### src/csac_map.vh
// Register map, field positions, reset values and timing constants of the
// capacitive-sense auto-scan comparator. Included by the converter, the top and the bench.
// Operation
// - Start source code 111b enables auto-scan.
// - Scan start write also loads channel select in auto-scan.
// - Writing one to busy starts scanning.
// - After accumulation, advance to next analog pin.
// - Keep stepping until channel equals end.
// - Other analog pins with latch zero grounded.
// - After final channel, reload start channel.
// - Convert selected channel even if not analog.
// - Debug halt still finishes current rotation.
// - Suspend leaves scanning enabled and running.
// - Flag cleared if result <= threshold, else set.
// - Compare only after last accumulated conversion.
// - Set flag with enable raises interrupt.
// - Flag set stops scan until busy rewritten.
// - Greater-than event wakes from suspend always.
// - Length codes give 12, 13, 14 clocks.
`ifndef CSAC_MAP_VH
`define CSAC_MAP_VH

`define CSAC_OFS_CONTROL 8'h00
`define CSAC_OFS_CONFIG 8'h04
`define CSAC_OFS_SCAN_START 8'h08
`define CSAC_OFS_SCAN_END 8'h0C
`define CSAC_OFS_CHAN_SEL 8'h10
`define CSAC_OFS_THRESH_HIGH 8'h14
`define CSAC_OFS_THRESH_LOW 8'h18
`define CSAC_OFS_RESULT 8'h1C
`define CSAC_OFS_TIMING 8'h20
`define CSAC_OFS_IRQ_STATUS 8'h24
`define CSAC_OFS_IRQ_MASK 8'h28

`define CSAC_CTRL_GT_BIT 0
`define CSAC_CTRL_BUSY_BIT 1
`define CSAC_CFG_SRC_MSB 6
`define CSAC_CFG_SRC_LSB 4
`define CSAC_CFG_ACC_MSB 2
`define CSAC_CFG_ACC_LSB 0
`define CSAC_SRC_AUTOSCAN 3'h7
`define CSAC_ACC_MAX_SHIFT 3'h6
`define CSAC_TIM_LEN_MSB 7
`define CSAC_TIM_LEN_LSB 6
`define CSAC_TIM_DT_MSB 5
`define CSAC_TIM_DT_LSB 3
`define CSAC_TIM_IA_MSB 2
`define CSAC_TIM_IA_LSB 0

`define CSAC_IRQ_GT_BIT 0
`define CSAC_IRQ_DONE_BIT 1
`define CSAC_IRQ_ROT_BIT 2

`define CSAC_RST_CONFIG 8'h00
`define CSAC_RST_TIMING 8'h40
`define CSAC_RST_CHAN 6'h00
`define CSAC_RST_THRESH 8'h00
`define CSAC_RST_IRQ 3'h0

`define CSAC_CONV_BASE_CLKS 4'hC
`define CSAC_CONV_MAX_CLKS 4'hE
`define CSAC_CLK_MHZ 100
`define CSAC_DT0_NS 750
`define CSAC_DT1_NS 1000
`define CSAC_DT2_NS 1200
`define CSAC_DT3_NS 1500
`define CSAC_DT4_NS 2000
`define CSAC_DT5_NS 3000
`define CSAC_DT6_NS 6000
`define CSAC_DT7_NS 12000

`endif

### src/csac_sync.v
// Three-stage synchroniser for an input from outside the clock domain.
// Assumes a free-running hclk; output follows once stages two and three agree.
`timescale 1ns/1ns
`default_nettype none
module csac_sync (
  input wire hclk,
  input wire hresetn,
  input wire async_in,
  output reg sync_out
);
  reg s1;
  reg s2;
  reg s3;

  always @(posedge hclk or negedge hresetn) begin
    if (!hresetn) begin
      s1 <= 1'b0;
      s2 <= 1'b0;
      s3 <= 1'b0;
      sync_out <= 1'b0;
    end else begin
      s1 <= async_in;
      s2 <= s1;
      s3 <= s2;
      if (s2 == s3) begin
        sync_out <= s3;
      end
    end
  end
endmodule // csac_sync
`default_nettype wire

### src/csac_conv.v
// One capacitive conversion: discharge phase, then a window of sense clocks
// in which rising edges of the front-end comparator pulse are counted.
// Assumes the analog front end drives sense_pulse and obeys discharge.
`timescale 1ns/1ns
`default_nettype none
`include "csac_map.vh"
module csac_conv #(
  parameter SENSE_DIV = 4
) (
  input wire hclk,
  input wire hresetn,
  input wire start,
  input wire [1:0] conv_len,
  input wire [2:0] dt_code,
  input wire sense_pulse,
  output reg discharge,
  output reg converting,
  output reg done,
  output reg [13:0] result
);
  localparam ST_IDLE = 3'b001;
  localparam ST_DISCH = 3'b010;
  localparam ST_CONV = 3'b100;

  reg [2:0] state;
  reg [10:0] dcnt;
  reg [3:0] scnt;
  reg [7:0] div;
  reg [13:0] edges;
  reg pulse_q;
  wire pulse_s;
  wire sense_en;
  wire [3:0] len_clks;

  function [10:0] dt_cycles;
    input [2:0] code;
    integer ns;
    integer cyc;
    begin
      case (code)
        3'h0: ns = `CSAC_DT0_NS;
        3'h1: ns = `CSAC_DT1_NS;
        3'h2: ns = `CSAC_DT2_NS;
        3'h3: ns = `CSAC_DT3_NS;
        3'h4: ns = `CSAC_DT4_NS;
        3'h5: ns = `CSAC_DT5_NS;
        3'h6: ns = `CSAC_DT6_NS;
        default: ns = `CSAC_DT7_NS;
      endcase
      cyc = (ns * `CSAC_CLK_MHZ + 999) / 1000;
      dt_cycles = cyc[10:0];
    end
  endfunction

  // Code 11 is reserved and runs as the longest conversion.
  assign len_clks = (conv_len == 2'h3) ? `CSAC_CONV_MAX_CLKS :
                    `CSAC_CONV_BASE_CLKS + {2'h0, conv_len};
  assign sense_en = (div == SENSE_DIV - 1);

  csac_sync u_sync (
    .hclk(hclk),
    .hresetn(hresetn),
    .async_in(sense_pulse),
    .sync_out(pulse_s)
  );

  always @(posedge hclk or negedge hresetn) begin
    if (!hresetn) begin
      state <= ST_IDLE;
      dcnt <= 11'h000;
      scnt <= 4'h0;
      div <= 8'h00;
      edges <= 14'h0000;
      pulse_q <= 1'b0;
      discharge <= 1'b0;
      converting <= 1'b0;
      done <= 1'b0;
      result <= 14'h0000;
    end else begin
      done <= 1'b0;
      pulse_q <= pulse_s;
      div <= sense_en ? 8'h00 : div + 8'h01;
      case (state)
        ST_IDLE: begin
          if (start) begin
            state <= ST_DISCH;
            dcnt <= dt_cycles(dt_code);
            discharge <= 1'b1;
            converting <= 1'b1;
          end
        end
        ST_DISCH: begin
          if (dcnt == 11'h001) begin
            state <= ST_CONV;
            discharge <= 1'b0;
            scnt <= 4'h0;
            edges <= 14'h0000;
          end
          dcnt <= dcnt - 11'h001;
        end
        ST_CONV: begin
          if (pulse_s & ~pulse_q) begin
            edges <= edges + 14'h0001;
          end
          if (sense_en) begin
            if (scnt == len_clks - 4'h1) begin
              state <= ST_IDLE;
              converting <= 1'b0;
              done <= 1'b1;
              result <= edges & ~(14'h3FFF << len_clks);
            end
            scnt <= scnt + 4'h1;
          end
        end
        default: begin
          state <= ST_IDLE;
          discharge <= 1'b0;
          converting <= 1'b0;
        end
      endcase
    end
  end
endmodule // csac_conv
`default_nettype wire

### src/csac_top.v
// Capacitive-sense auto-scan controller with threshold comparator.
// Assumes an AHB-Lite master on hclk and port analog/latch configuration
// provided as levels on the same clock; the analog front end is outside.
`timescale 1ns/1ns
`default_nettype none
`include "csac_map.vh"
module csac_top #(
  parameter NCH = 38,
  parameter SENSE_DIV = 4
) (
  input wire hclk,
  input wire hresetn,
  input wire hsel,
  input wire [31:0] haddr,
  input wire [1:0] htrans,
  input wire hwrite,
  input wire [2:0] hsize,
  input wire [31:0] hwdata,
  input wire hready,
  output wire hreadyout,
  output wire hresp,
  output reg [31:0] hrdata,
  input wire [NCH-1:0] pin_analog,
  input wire [NCH-1:0] port_latch,
  input wire debug_halt,
  input wire suspend,
  input wire sense_pulse,
  output wire [5:0] channel_select,
  output wire discharge,
  output wire [2:0] charge_current,
  output reg [NCH-1:0] pin_ground_out,
  output reg [NCH-1:0] pin_ground_oe_n,
  output wire irq,
  output reg wake_req
);
  localparam SC_IDLE = 2'b01;
  localparam SC_RUN = 2'b10;

  reg [7:0] sense_config;
  reg [7:0] capsense_timing_config;
  reg [5:0] scan_start_channel;
  reg [5:0] scan_end_channel;
  reg [5:0] chan_sel;
  reg [7:0] threshold_high;
  reg [7:0] threshold_low;
  reg [15:0] result;
  reg greater_than_flag;
  reg sense_busy_bit;
  reg [2:0] irq_status;
  reg [2:0] irq_mask;
  reg [1:0] scan_state;
  reg [6:0] acc_cnt;
  reg [20:0] acc_sum;
  reg conv_start;
  reg dp_wr;
  reg [7:0] dp_addr;
  reg [2:0] next_status;
  wire acc_take;
  wire wr_ctrl;
  wire busy_write;
  wire autoscan;
  wire [2:0] acc_shift;
  wire [20:0] sum_now;
  wire [20:0] sum_shift;
  wire [15:0] group_res;
  wire group_gt;
  wire group_end;
  wire conv_done;
  wire conv_active;
  wire [13:0] conv_res;
  integer i;

  // Next analog-configured channel above cur, not past last; else last.
  function [5:0] next_chan;
    input [5:0] cur;
    input [5:0] last;
    input [NCH-1:0] analog;
    integer k;
    begin
      next_chan = last;
      for (k = NCH - 1; k >= 0; k = k - 1) begin
        if (k > cur && k <= last && analog[k]) begin
          next_chan = k[5:0];
        end
      end
    end
  endfunction

  function [31:0] read_mux;
    input [7:0] ofs;
    begin
      case (ofs)
        `CSAC_OFS_CONTROL: read_mux = {30'h0, sense_busy_bit, greater_than_flag};
        `CSAC_OFS_CONFIG: read_mux = {24'h0, sense_config};
        `CSAC_OFS_SCAN_START: read_mux = {26'h0, scan_start_channel};
        `CSAC_OFS_SCAN_END: read_mux = {26'h0, scan_end_channel};
        `CSAC_OFS_CHAN_SEL: read_mux = {26'h0, chan_sel};
        `CSAC_OFS_THRESH_HIGH: read_mux = {24'h0, threshold_high};
        `CSAC_OFS_THRESH_LOW: read_mux = {24'h0, threshold_low};
        `CSAC_OFS_RESULT: read_mux = {16'h0, result};
        `CSAC_OFS_TIMING: read_mux = {24'h0, capsense_timing_config};
        `CSAC_OFS_IRQ_STATUS: read_mux = {29'h0, irq_status};
        `CSAC_OFS_IRQ_MASK: read_mux = {29'h0, irq_mask};
        default: read_mux = 32'h0;
      endcase
    end
  endfunction

  csac_conv #(
    .SENSE_DIV(SENSE_DIV)
  ) u_conv (
    .hclk(hclk),
    .hresetn(hresetn),
    .start(conv_start),
    .conv_len(capsense_timing_config[`CSAC_TIM_LEN_MSB:`CSAC_TIM_LEN_LSB]),
    .dt_code(capsense_timing_config[`CSAC_TIM_DT_MSB:`CSAC_TIM_DT_LSB]),
    .sense_pulse(sense_pulse),
    .discharge(discharge),
    .converting(conv_active),
    .done(conv_done),
    .result(conv_res)
  );

  // The slave never stalls and always answers OKAY.
  assign hreadyout = 1'b1;
  assign hresp = 1'b0;
  assign acc_take = hsel & htrans[1] & hready;
  assign wr_ctrl = dp_wr & (dp_addr == `CSAC_OFS_CONTROL);
  assign busy_write = wr_ctrl & hwdata[`CSAC_CTRL_BUSY_BIT];

  assign autoscan = sense_config[`CSAC_CFG_SRC_MSB:`CSAC_CFG_SRC_LSB] ==
                    `CSAC_SRC_AUTOSCAN;
  assign acc_shift =
    (sense_config[`CSAC_CFG_ACC_MSB:`CSAC_CFG_ACC_LSB] > `CSAC_ACC_MAX_SHIFT) ?
    `CSAC_ACC_MAX_SHIFT : sense_config[`CSAC_CFG_ACC_MSB:`CSAC_CFG_ACC_LSB];
  assign sum_now = acc_sum + {7'h00, conv_res};
  assign group_end = conv_done & (acc_cnt == (7'h01 << acc_shift) - 7'h01);
  // Shift the whole sum first so that no high bits are lost before division.
  assign sum_shift = sum_now >> acc_shift;
  assign group_res = sum_shift[15:0];
  assign group_gt = group_res > {threshold_high, threshold_low};
  assign channel_select = chan_sel;
  assign charge_current =
    capsense_timing_config[`CSAC_TIM_IA_MSB:`CSAC_TIM_IA_LSB];
  assign irq = |(irq_status & irq_mask);

  // Grounds every other analog pin whose latch is low while converting.
  always @* begin
    for (i = 0; i < NCH; i = i + 1) begin
      pin_ground_out[i] = 1'b0;
      pin_ground_oe_n[i] = ~(conv_active && (i != chan_sel) &&
                             pin_analog[i] && !port_latch[i]);
    end
  end

  always @* begin
    next_status = irq_status;
    if (dp_wr && dp_addr == `CSAC_OFS_IRQ_STATUS) begin
      next_status = irq_status & ~hwdata[2:0];
    end
    if (group_end && group_gt) begin
      next_status[`CSAC_IRQ_GT_BIT] = 1'b1;
    end
    if (group_end) begin
      next_status[`CSAC_IRQ_DONE_BIT] = 1'b1;
    end
    if (group_end && !group_gt && autoscan && chan_sel == scan_end_channel) begin
      next_status[`CSAC_IRQ_ROT_BIT] = 1'b1;
    end
  end

  // Bus address phase is registered; read data is fetched at that edge.
  always @(posedge hclk or negedge hresetn) begin
    if (!hresetn) begin
      dp_wr <= 1'b0;
      dp_addr <= 8'h00;
      hrdata <= 32'h0;
    end else begin
      dp_wr <= acc_take & hwrite;
      if (acc_take) begin
        dp_addr <= haddr[7:0];
      end
      if (acc_take && !hwrite) begin
        hrdata <= read_mux(haddr[7:0]);
      end
    end
  end

  // Software-written configuration, and the interrupt status register.
  always @(posedge hclk or negedge hresetn) begin
    if (!hresetn) begin
      sense_config <= `CSAC_RST_CONFIG;
      capsense_timing_config <= `CSAC_RST_TIMING;
      scan_start_channel <= `CSAC_RST_CHAN;
      scan_end_channel <= `CSAC_RST_CHAN;
      threshold_high <= `CSAC_RST_THRESH;
      threshold_low <= `CSAC_RST_THRESH;
      irq_mask <= `CSAC_RST_IRQ;
      irq_status <= `CSAC_RST_IRQ;
    end else begin
      irq_status <= next_status;
      if (dp_wr) begin
        case (dp_addr)
          `CSAC_OFS_CONFIG: sense_config <= {1'b0, hwdata[6:0]};
          `CSAC_OFS_SCAN_START: scan_start_channel <= hwdata[5:0];
          `CSAC_OFS_SCAN_END: scan_end_channel <= hwdata[5:0];
          `CSAC_OFS_THRESH_HIGH: threshold_high <= hwdata[7:0];
          `CSAC_OFS_THRESH_LOW: threshold_low <= hwdata[7:0];
          `CSAC_OFS_TIMING: capsense_timing_config <= hwdata[7:0];
          `CSAC_OFS_IRQ_MASK: irq_mask <= hwdata[2:0];
          default: begin
          end
        endcase
      end
    end
  end

  // Scan sequencer; suspend only gates wake_req and never stops the scan.
  always @(posedge hclk or negedge hresetn) begin
    if (!hresetn) begin
      scan_state <= SC_IDLE;
      sense_busy_bit <= 1'b0;
      greater_than_flag <= 1'b0;
      chan_sel <= `CSAC_RST_CHAN;
      result <= 16'h0000;
      acc_cnt <= 7'h00;
      acc_sum <= 21'h000000;
      conv_start <= 1'b0;
      wake_req <= 1'b0;
    end else begin
      conv_start <= 1'b0;
      wake_req <= 1'b0;
      if (wr_ctrl && !hwdata[`CSAC_CTRL_GT_BIT]) begin
        greater_than_flag <= 1'b0;
      end
      if (dp_wr && dp_addr == `CSAC_OFS_CHAN_SEL) begin
        chan_sel <= hwdata[5:0];
      end
      if (dp_wr && dp_addr == `CSAC_OFS_SCAN_START && autoscan) begin
        chan_sel <= hwdata[5:0];
      end
      case (scan_state)
        SC_IDLE: begin
          if (busy_write) begin
            // Starts on whatever channel is selected now.
            scan_state <= SC_RUN;
            sense_busy_bit <= 1'b1;
            conv_start <= 1'b1;
            acc_cnt <= 7'h00;
            acc_sum <= 21'h000000;
          end
        end
        SC_RUN: begin
          if (conv_done && !group_end) begin
            acc_cnt <= acc_cnt + 7'h01;
            acc_sum <= sum_now;
            conv_start <= 1'b1;
          end
          if (group_end) begin
            acc_cnt <= 7'h00;
            acc_sum <= 21'h000000;
            result <= group_res;
            greater_than_flag <= group_gt;
            wake_req <= group_gt & suspend;
            if (group_gt || !autoscan) begin
              scan_state <= SC_IDLE;
              sense_busy_bit <= 1'b0;
            end else if (chan_sel == scan_end_channel) begin
              chan_sel <= scan_start_channel;
              if (debug_halt) begin
                scan_state <= SC_IDLE;
                sense_busy_bit <= 1'b0;
              end else begin
                conv_start <= 1'b1;
              end
            end else begin
              chan_sel <= next_chan(chan_sel, scan_end_channel,
                                    pin_analog);
              conv_start <= 1'b1;
            end
          end
        end
        default: begin
          scan_state <= SC_IDLE;
          sense_busy_bit <= 1'b0;
        end
      endcase
    end
  end
endmodule // csac_top
`default_nettype wire

### config.mk
export PLATFORM = sky130hd
export DESIGN_NAME = csac_top
export DESIGN_NICKNAME = d
export VERILOG_FILES = /design/src/csac_sync.v /design/src/csac_conv.v /design/src/csac_top.v
export VERILOG_INCLUDE_DIRS = /design/src
export SDC_FILE = /design/constraint.sdc
export NUM_CORES = 1
export LEC_CHECK = 0
export ABC_AREA = 1
export ABC_CLOCK_PERIOD_IN_PS = 13700
export BUFFER_PORTS_ARGS = -buffer_cell sky130_fd_sc_hd__buf_4
export CORE_ASPECT_RATIO = 1.25
export CORE_MARGIN = 2
export CORE_UTILIZATION = 42
export CTS_CLUSTER_DIAMETER = 50
export DETAILED_ROUTE_END_ITERATION = 10
export GPL_ROUTABILITY_DRIVEN = 0
export SLEW_MARGIN = 10
export SYNTH_ARGS = -nofsm -noshare
export SYNTH_HDL_FRONTEND = slang
export SYNTH_SLANG_ARGS = --single-unit
### constraint.sdc
create_clock -name hclk -period 13.7 [get_ports hclk]
set_clock_uncertainty 0.15 [all_clocks]
set_input_delay 0.685 -clock hclk [delete_from_list [all_inputs] [get_ports hclk]]
set_output_delay 0.685 -clock hclk [all_outputs]
set_load 0.005 [all_outputs]
==> impl_metrics.env, run 1 <==
export IMPL_cts_root_buf="clkbuf_16"
export IMPL_fmax_ghz=0.0826
export IMPL_critPathSlowestCell="dfrtp_2"
export IMPL_required_ps=13890
export IMPL_num_vias=18400
export IMPL_cts_clk_slew_worst_paths_ps=70
export IMPL_multi_input_area_um2=11500
export IMPL_grt_pass1_vias=17800
export IMPL_end_kind="flip-flop"
export IMPL_grt_max_degree=78
export IMPL_status="complete, no violations"
export IMPL_syn_inst=2802
export IMPL_path_max_fanout=19
export IMPL_synth_seq_cells=191
export IMPL_hp_class="input port to asynchronous set/reset pin"
export IMPL_antenna_cells=0
export IMPL_crit_arrival_ps=12290
export IMPL_die_x_um=191
export IMPL_setup_ws_ps=1590
export IMPL_ys_types=73
export IMPL_numCtsBuffers=17
export IMPL_cp_common_cell="nand2_1"
export IMPL_cts_buffer_depth=2
export IMPL_avgSynthCellArea_um2=6.52
export IMPL_drive_gt1_share_pct=14.3
export IMPL_dp_slack_ps=856
export IMPL_tns_ps=0
export IMPL_hpwl_um=42400
export IMPL_cpPeakStageDelay_ps=520
export IMPL_drtIter0Drc=1266
export IMPL_dieHeight_um=237
export IMPL_critPathKind="flip-flop to flip-flop"
export IMPL_first_pass_iters=5
export IMPL_drc=0
export IMPL_die_area_um2=45200
export IMPL_setup_viol=0
export IMPL_ys_seq_area_share_pct=26.2
export IMPL_row_count=85
export IMPL_fin_nets=3168
export IMPL_synth_edf_count=0
export IMPL_io_buffer_count=166
export IMPL_design_area_um2=20400
export IMPL_antenna_found_initial=0
export IMPL_overflow=0
export IMPL_synth_ff_type="dfrtp_1"
export IMPL_drv_cap=0
export IMPL_wire_per_inst_um=15.1
export IMPL_hold_viol=0
export IMPL_htreeDepth=4
export IMPL_grt_usage_pct=23.3
export IMPL_syn_to_final_growth_pct=11.6
export IMPL_cts_tree="built"
export IMPL_slew_violations=0
export IMPL_rsz0062_at_grt="no"
export IMPL_wirelength_um=53100
export IMPL_core_um2=43100
export IMPL_seq_area_um2=4790
export IMPL_clk_latency_ps=440
export IMPL_worst_pin_slew_ps=999
export IMPL_start_util_pct=42.4
export IMPL_start_kind="flip-flop"
export IMPL_yosysTopAreaCell="dfrtp_1"
export IMPL_grt_pass1_wl_um=87300
export IMPL_yosys_warnings=0
export IMPL_async_flop_share_pct=100
export IMPL_ant_nets=0
export IMPL_clock_sinks=191
export IMPL_period_share_pct=88.4
export IMPL_placed_area_um2=19700
export IMPL_fill_cells=4523
export IMPL_layout_min_cycle_time_ps=12110
export IMPL_syn_area_um2=18300
export IMPL_viasPerCell=5.25
export IMPL_boundaryPins=275
export IMPL_synth_top_area_share_pct=25.7
export IMPL_synth_area_top_cells="dfrtp_1 (26%), nand2_1 (15%), inv_1 (7.1%), o21ai_0 (6.6%), nand3_1 (6.4%)"
export IMPL_maxSlewHeadroom_pct=33.1
-- placed cells by master, fill, tap and decap left out, drive strengths merged, types with 12 or more instances in the layout --
cell,count
inv,376
nor3,40
ha,75
nand4,42
dfrtp,188
nor2,325
xor2,57
o211ai,12
o21ai,258
buf,177
nand2,816
a21oi,76
nand3,257
clkbuf,19
o2111ai,13
nor4,15
conb,56
o22ai,21
clkinv,14
-- per-layer routing --
layer / wire [µm] / vias to the layer above / track usage, %
met5: 0 / - / 0
met4: 1750 / 0 / 9.18
met3: 2330 / 109 / 2.26
met2: 26300 / 505 / 41.0
met1: 22800 / 8543 / 29.3
li1: - / 9282 / -
-- Yosys cell counts, types with 4 or more instances --
cell type,instances
dfrtp_1,188
nor2_1,294
o221ai_1,6
a221oi_1,10
o31ai_1,5
a22oi_1,5
nand3_4,4
ha_1,75
a211oi_1,7
o21ai_0,241
a21oi_1,73
nand2_4,25
xor2_1,55
xnor2_1,8
buf_4,63
nor3_1,38
o21ai_2,4
nor2_4,13
nand3_1,234
nand2_1,709
o2111ai_1,13
nand2_2,82
nor2_2,15
o22ai_1,21
buf_8,7
o21ai_1,12
inv_2,20
fa_1,5
nand3b_1,9
nor4_1,15
o21bai_1,4
nor3b_1,4
mux2_2,4
inv_1,345
clkinv_1,9
o211ai_1,12
a31oi_1,9
nand4_1,42
clkbuf_1,40
nand3_2,19
-- state kept, by name, summed over array words and instances, names as in the netlist, 4 cells and up --
register                flops
acc_sum                    21
hrdata                     16
result                     16
u_conv.edges               14
u_conv.result              14
u_conv.dcnt                11
capsense_timing_config      8
dp_addr                     8
threshold_high              8
threshold_low               8
u_conv.div                  8
acc_cnt                     7
sense_config                7
channel_select              6
scan_end_channel            6
scan_start_channel          6
u_conv.scnt                 4
-- through the flow --
step / utilization [%] / cells / hold WS [ps]
3_3_place_gp: 45.8 / 3479 / 191
4_1_cts: 47.2 / 3511 / 135
6_report: 47.4 / 3513 / 121
2_1_floorplan: - / 2856 / 181
3_5_place_dp: 45.8 / 3479 / 191
5_1_grt: 47.4 / 3513 / 170
-- critical path: cells and delay by family (launching register included) --
kind	cells	cell delay, ps
AND/OR/NAND/NOR	67	8080
AO/OA/AOI/OAI	3	660
adder cells (fa/ha/maj)	5	1600
buffers and inverters	10	940
flip-flops	1	520
-- final cells by class --
| class | instances | area share [%] |
|---|---|---|
| Multi-Input combinational cell | 2169 | 56.6 |
| Sequential cell | 191 | 23.5 |
| Inverter | 378 | 7.00 |
| Timing Repair Buffer | 178 | 6.64 |
| Tap cell | 565 | 3.47 |
| Clock buffer | 18 | 2.15 |
| Clock inverter | 14 | 0.724 |
-- kinds of logic after synthesis --
| group | Yosys count | share of synthesized area, % |
|---|---|---|
| AND/OR/NAND/NOR | 1520 | 38.5 |
| flip-flops | 191 | 26.2 |
| adder cells (fa/ha/maj) | 81 | 5.74 |
| AO/OA/AOI/OAI | 443 | 13.9 |
| other | 2 | 0.0411 |
| buffers and inverters | 496 | 12.1 |
| XOR/XNOR | 65 | 3.26 |
| multiplexers | 4 | 0.246 |
-- path summary, 6_finish.rpt --
| check | from | end | slack (ps) | cells past startpoint |
|---|---|---|---|---|
| setup / recovery | capsense_timing_config[5] | u_conv.dcnt[0] | 1590 | 85 |
| hold / removal | hresetn | hrdata[11] | 120 | 1 |
| setup reg to reg | capsense_timing_config[5] | u_conv.dcnt[0] | 1590 | 85 |
| hold reg to reg | u_conv.u_sync.s1 | u_conv.u_sync.s2 | 210 | 0 |
| max in group asynchronous | hresetn | capsense_timing_config[4] | 11920 | 2 |
| min in group hclk | sense_pulse | u_conv.u_sync.s1 | 210 | 1 |
-- repair_timing --
action | CTS | global route
buffers inserted | 0 | 2
setup endpoints to repair | 0 | 2
resized for setup | 0 | 9
hold buffers | 0 | 0
Power of run 1 is left out: the tool's default activity adds up to more than one toggle a clock period on the data nets, which glitch-free logic cannot reach.
==> run 2: changes to the inputs <==
CORE_ASPECT_RATIO = 1.1   (was 1.25)
==> run 2 against run 1 <==
  * Final area shrank 0.33%
  * Fmax shrank 1.6%
  * Final cell count grew 0.20%
==> impl_metrics.env, run 2 (synthesis results as in run 1) <==
export IMPL_fmax_ghz=0.0812
export IMPL_viasPerCell=5.24
export IMPL_crit_arrival_ps=12490
export IMPL_dp_cells=3488
export IMPL_num_vias=18400
export IMPL_boundaryPins=275
export IMPL_largestRegisters="acc_sum: 21 flops, hrdata: 16 flops, result: 16 flops"
export IMPL_grt_pass1_wl_um=86400
export IMPL_status="complete, no violations"
export IMPL_seq_area_um2=4790
export IMPL_tns_ps=0
export IMPL_drv_cap=0
export IMPL_ant_nets=0
export IMPL_row_count=80
export IMPL_end_kind="flip-flop"
export IMPL_largest_reg_flops=21
export IMPL_hp_class="input port to flip-flop"
export IMPL_layout_min_cycle_time_ps=12310
export IMPL_first_pass_iters=8
export IMPL_setup_ws_ps=1390
export IMPL_period_share_pct=89.9
export IMPL_cpPeakStageDelay_ps=520
export IMPL_dp_slack_ps=1120
export IMPL_fin_cells=3520
export IMPL_cts_tree="built"
export IMPL_final_common_cell="nand2_1"
export IMPL_final_cell_mix="nand2_1 (708), inv_1 (345), nor2_1 (294)"
export IMPL_slew_violations=0
export IMPL_fill_cells=4525
export IMPL_grt_pass1_vias=17600
export IMPL_drc=0
export IMPL_hold_viol=0
export IMPL_critPathSlowestCell="dfrtp_2"
export IMPL_path_max_fanout=19
export IMPL_io_buffer_count=166
export IMPL_numCtsBuffers=17
export IMPL_die_area_um2=45200
export IMPL_cp_common_cell="nand2_1"
export IMPL_multi_input_area_um2=11500
export IMPL_htreeDepth=4
export IMPL_largest_register="acc_sum"
export IMPL_antenna_cells=0
export IMPL_start_kind="flip-flop"
export IMPL_cts_clk_slew_worst_paths_ps=80
export IMPL_cts_buffer_depth=2
export IMPL_maxSlewHeadroom_pct=33.8
export IMPL_wirelength_um=52700
export IMPL_grt_usage_pct=23.1
export IMPL_wire_per_inst_um=15.0
export IMPL_required_ps=13880
export IMPL_drtIter0Drc=1196
export IMPL_dieHeight_um=223
export IMPL_die_x_um=203
export IMPL_drive_gt1_share_pct=14.2
export IMPL_critPathKind="flip-flop to flip-flop"
export IMPL_fin_nets=3166
export IMPL_syn_to_final_growth_pct=11.2
export IMPL_start_util_pct=42.4
export IMPL_setup_viol=0
export IMPL_rsz0062_at_grt="no"
export IMPL_overflow=0
export IMPL_clk_latency_ps=440
export IMPL_grt_max_degree=119
export IMPL_clock_sinks=191
export IMPL_antenna_found_initial=0
export IMPL_core_um2=43100
export IMPL_hpwl_um=42200
export IMPL_worst_pin_slew_ps=990
export IMPL_cts_root_buf="clkbuf_16"
==> run 2: what timing repair did <==
item	4_1_cts	5_1_grt
endpoints found under the setup margin	0	1
resized for setup	0	3
buffers inserted	0	0
endpoints found under the hold margin	0	0
hold buffers	0	0
==> run 2: cell type report <==
| cell class | instances | share of cell area [%] |
|---|---|---|
| clock inverter | 14 | 0.726 |
| multi-input combinational | 2169 | 56.5 |
| inverter | 378 | 7.02 |
| timing repair buffer | 176 | 6.53 |
| tap | 574 | 3.53 |
| sequential | 191 | 23.5 |
| clock buffer | 18 | 2.11 |
==> run 2: per-stage QoR <==
stage	hold slack, ps	cell area [µm²]	util, %
after CTS	181	20300	47.1
after detailed placement	187	19700	45.8
after global placement	191	19700	45.8
after floorplan	181	18500	-
after global routing	172	20300	47.1
final	196	20300	47.1
==> run 2: path summary, 6_finish.rpt <==
kind                            depth (start not counted)  slack, ps               end                      start
worst max-delay path                                   87       1390    u_conv.dcnt[0]  capsense_timing_config[5]
worst min-delay path                                    1        200  u_conv.u_sync.s1                sense_pulse
worst max register to register                         87       1390    u_conv.dcnt[0]  capsense_timing_config[5]
worst min register to register                          0        200  u_conv.u_sync.s2           u_conv.u_sync.s1
max in group asynchronous                               2      11630    u_conv.scnt[0]                    hresetn
min in group asynchronous                               1        220         hrdata[3]                    hresetn
==> run 2: worst max-delay path, delay by kind of cell (launching register included) <==
family          cells  cell delay, ps
simple gates       71            8540
fa+ha+maj           5            1600
buf+inv             9             850
flops               1             520
compound gates      2             510
==> run 2: per-layer routing <==
layer	up-vias	global-route usage (%)	routed length [µm]
li1	9280	-	-
met1	8535	29.4	23200
met2	533	40.3	25400
met3	90	2.82	2660
met4	0	7.72	1450
met5	-	0	0
Power of run 2 is left out for the same reason.
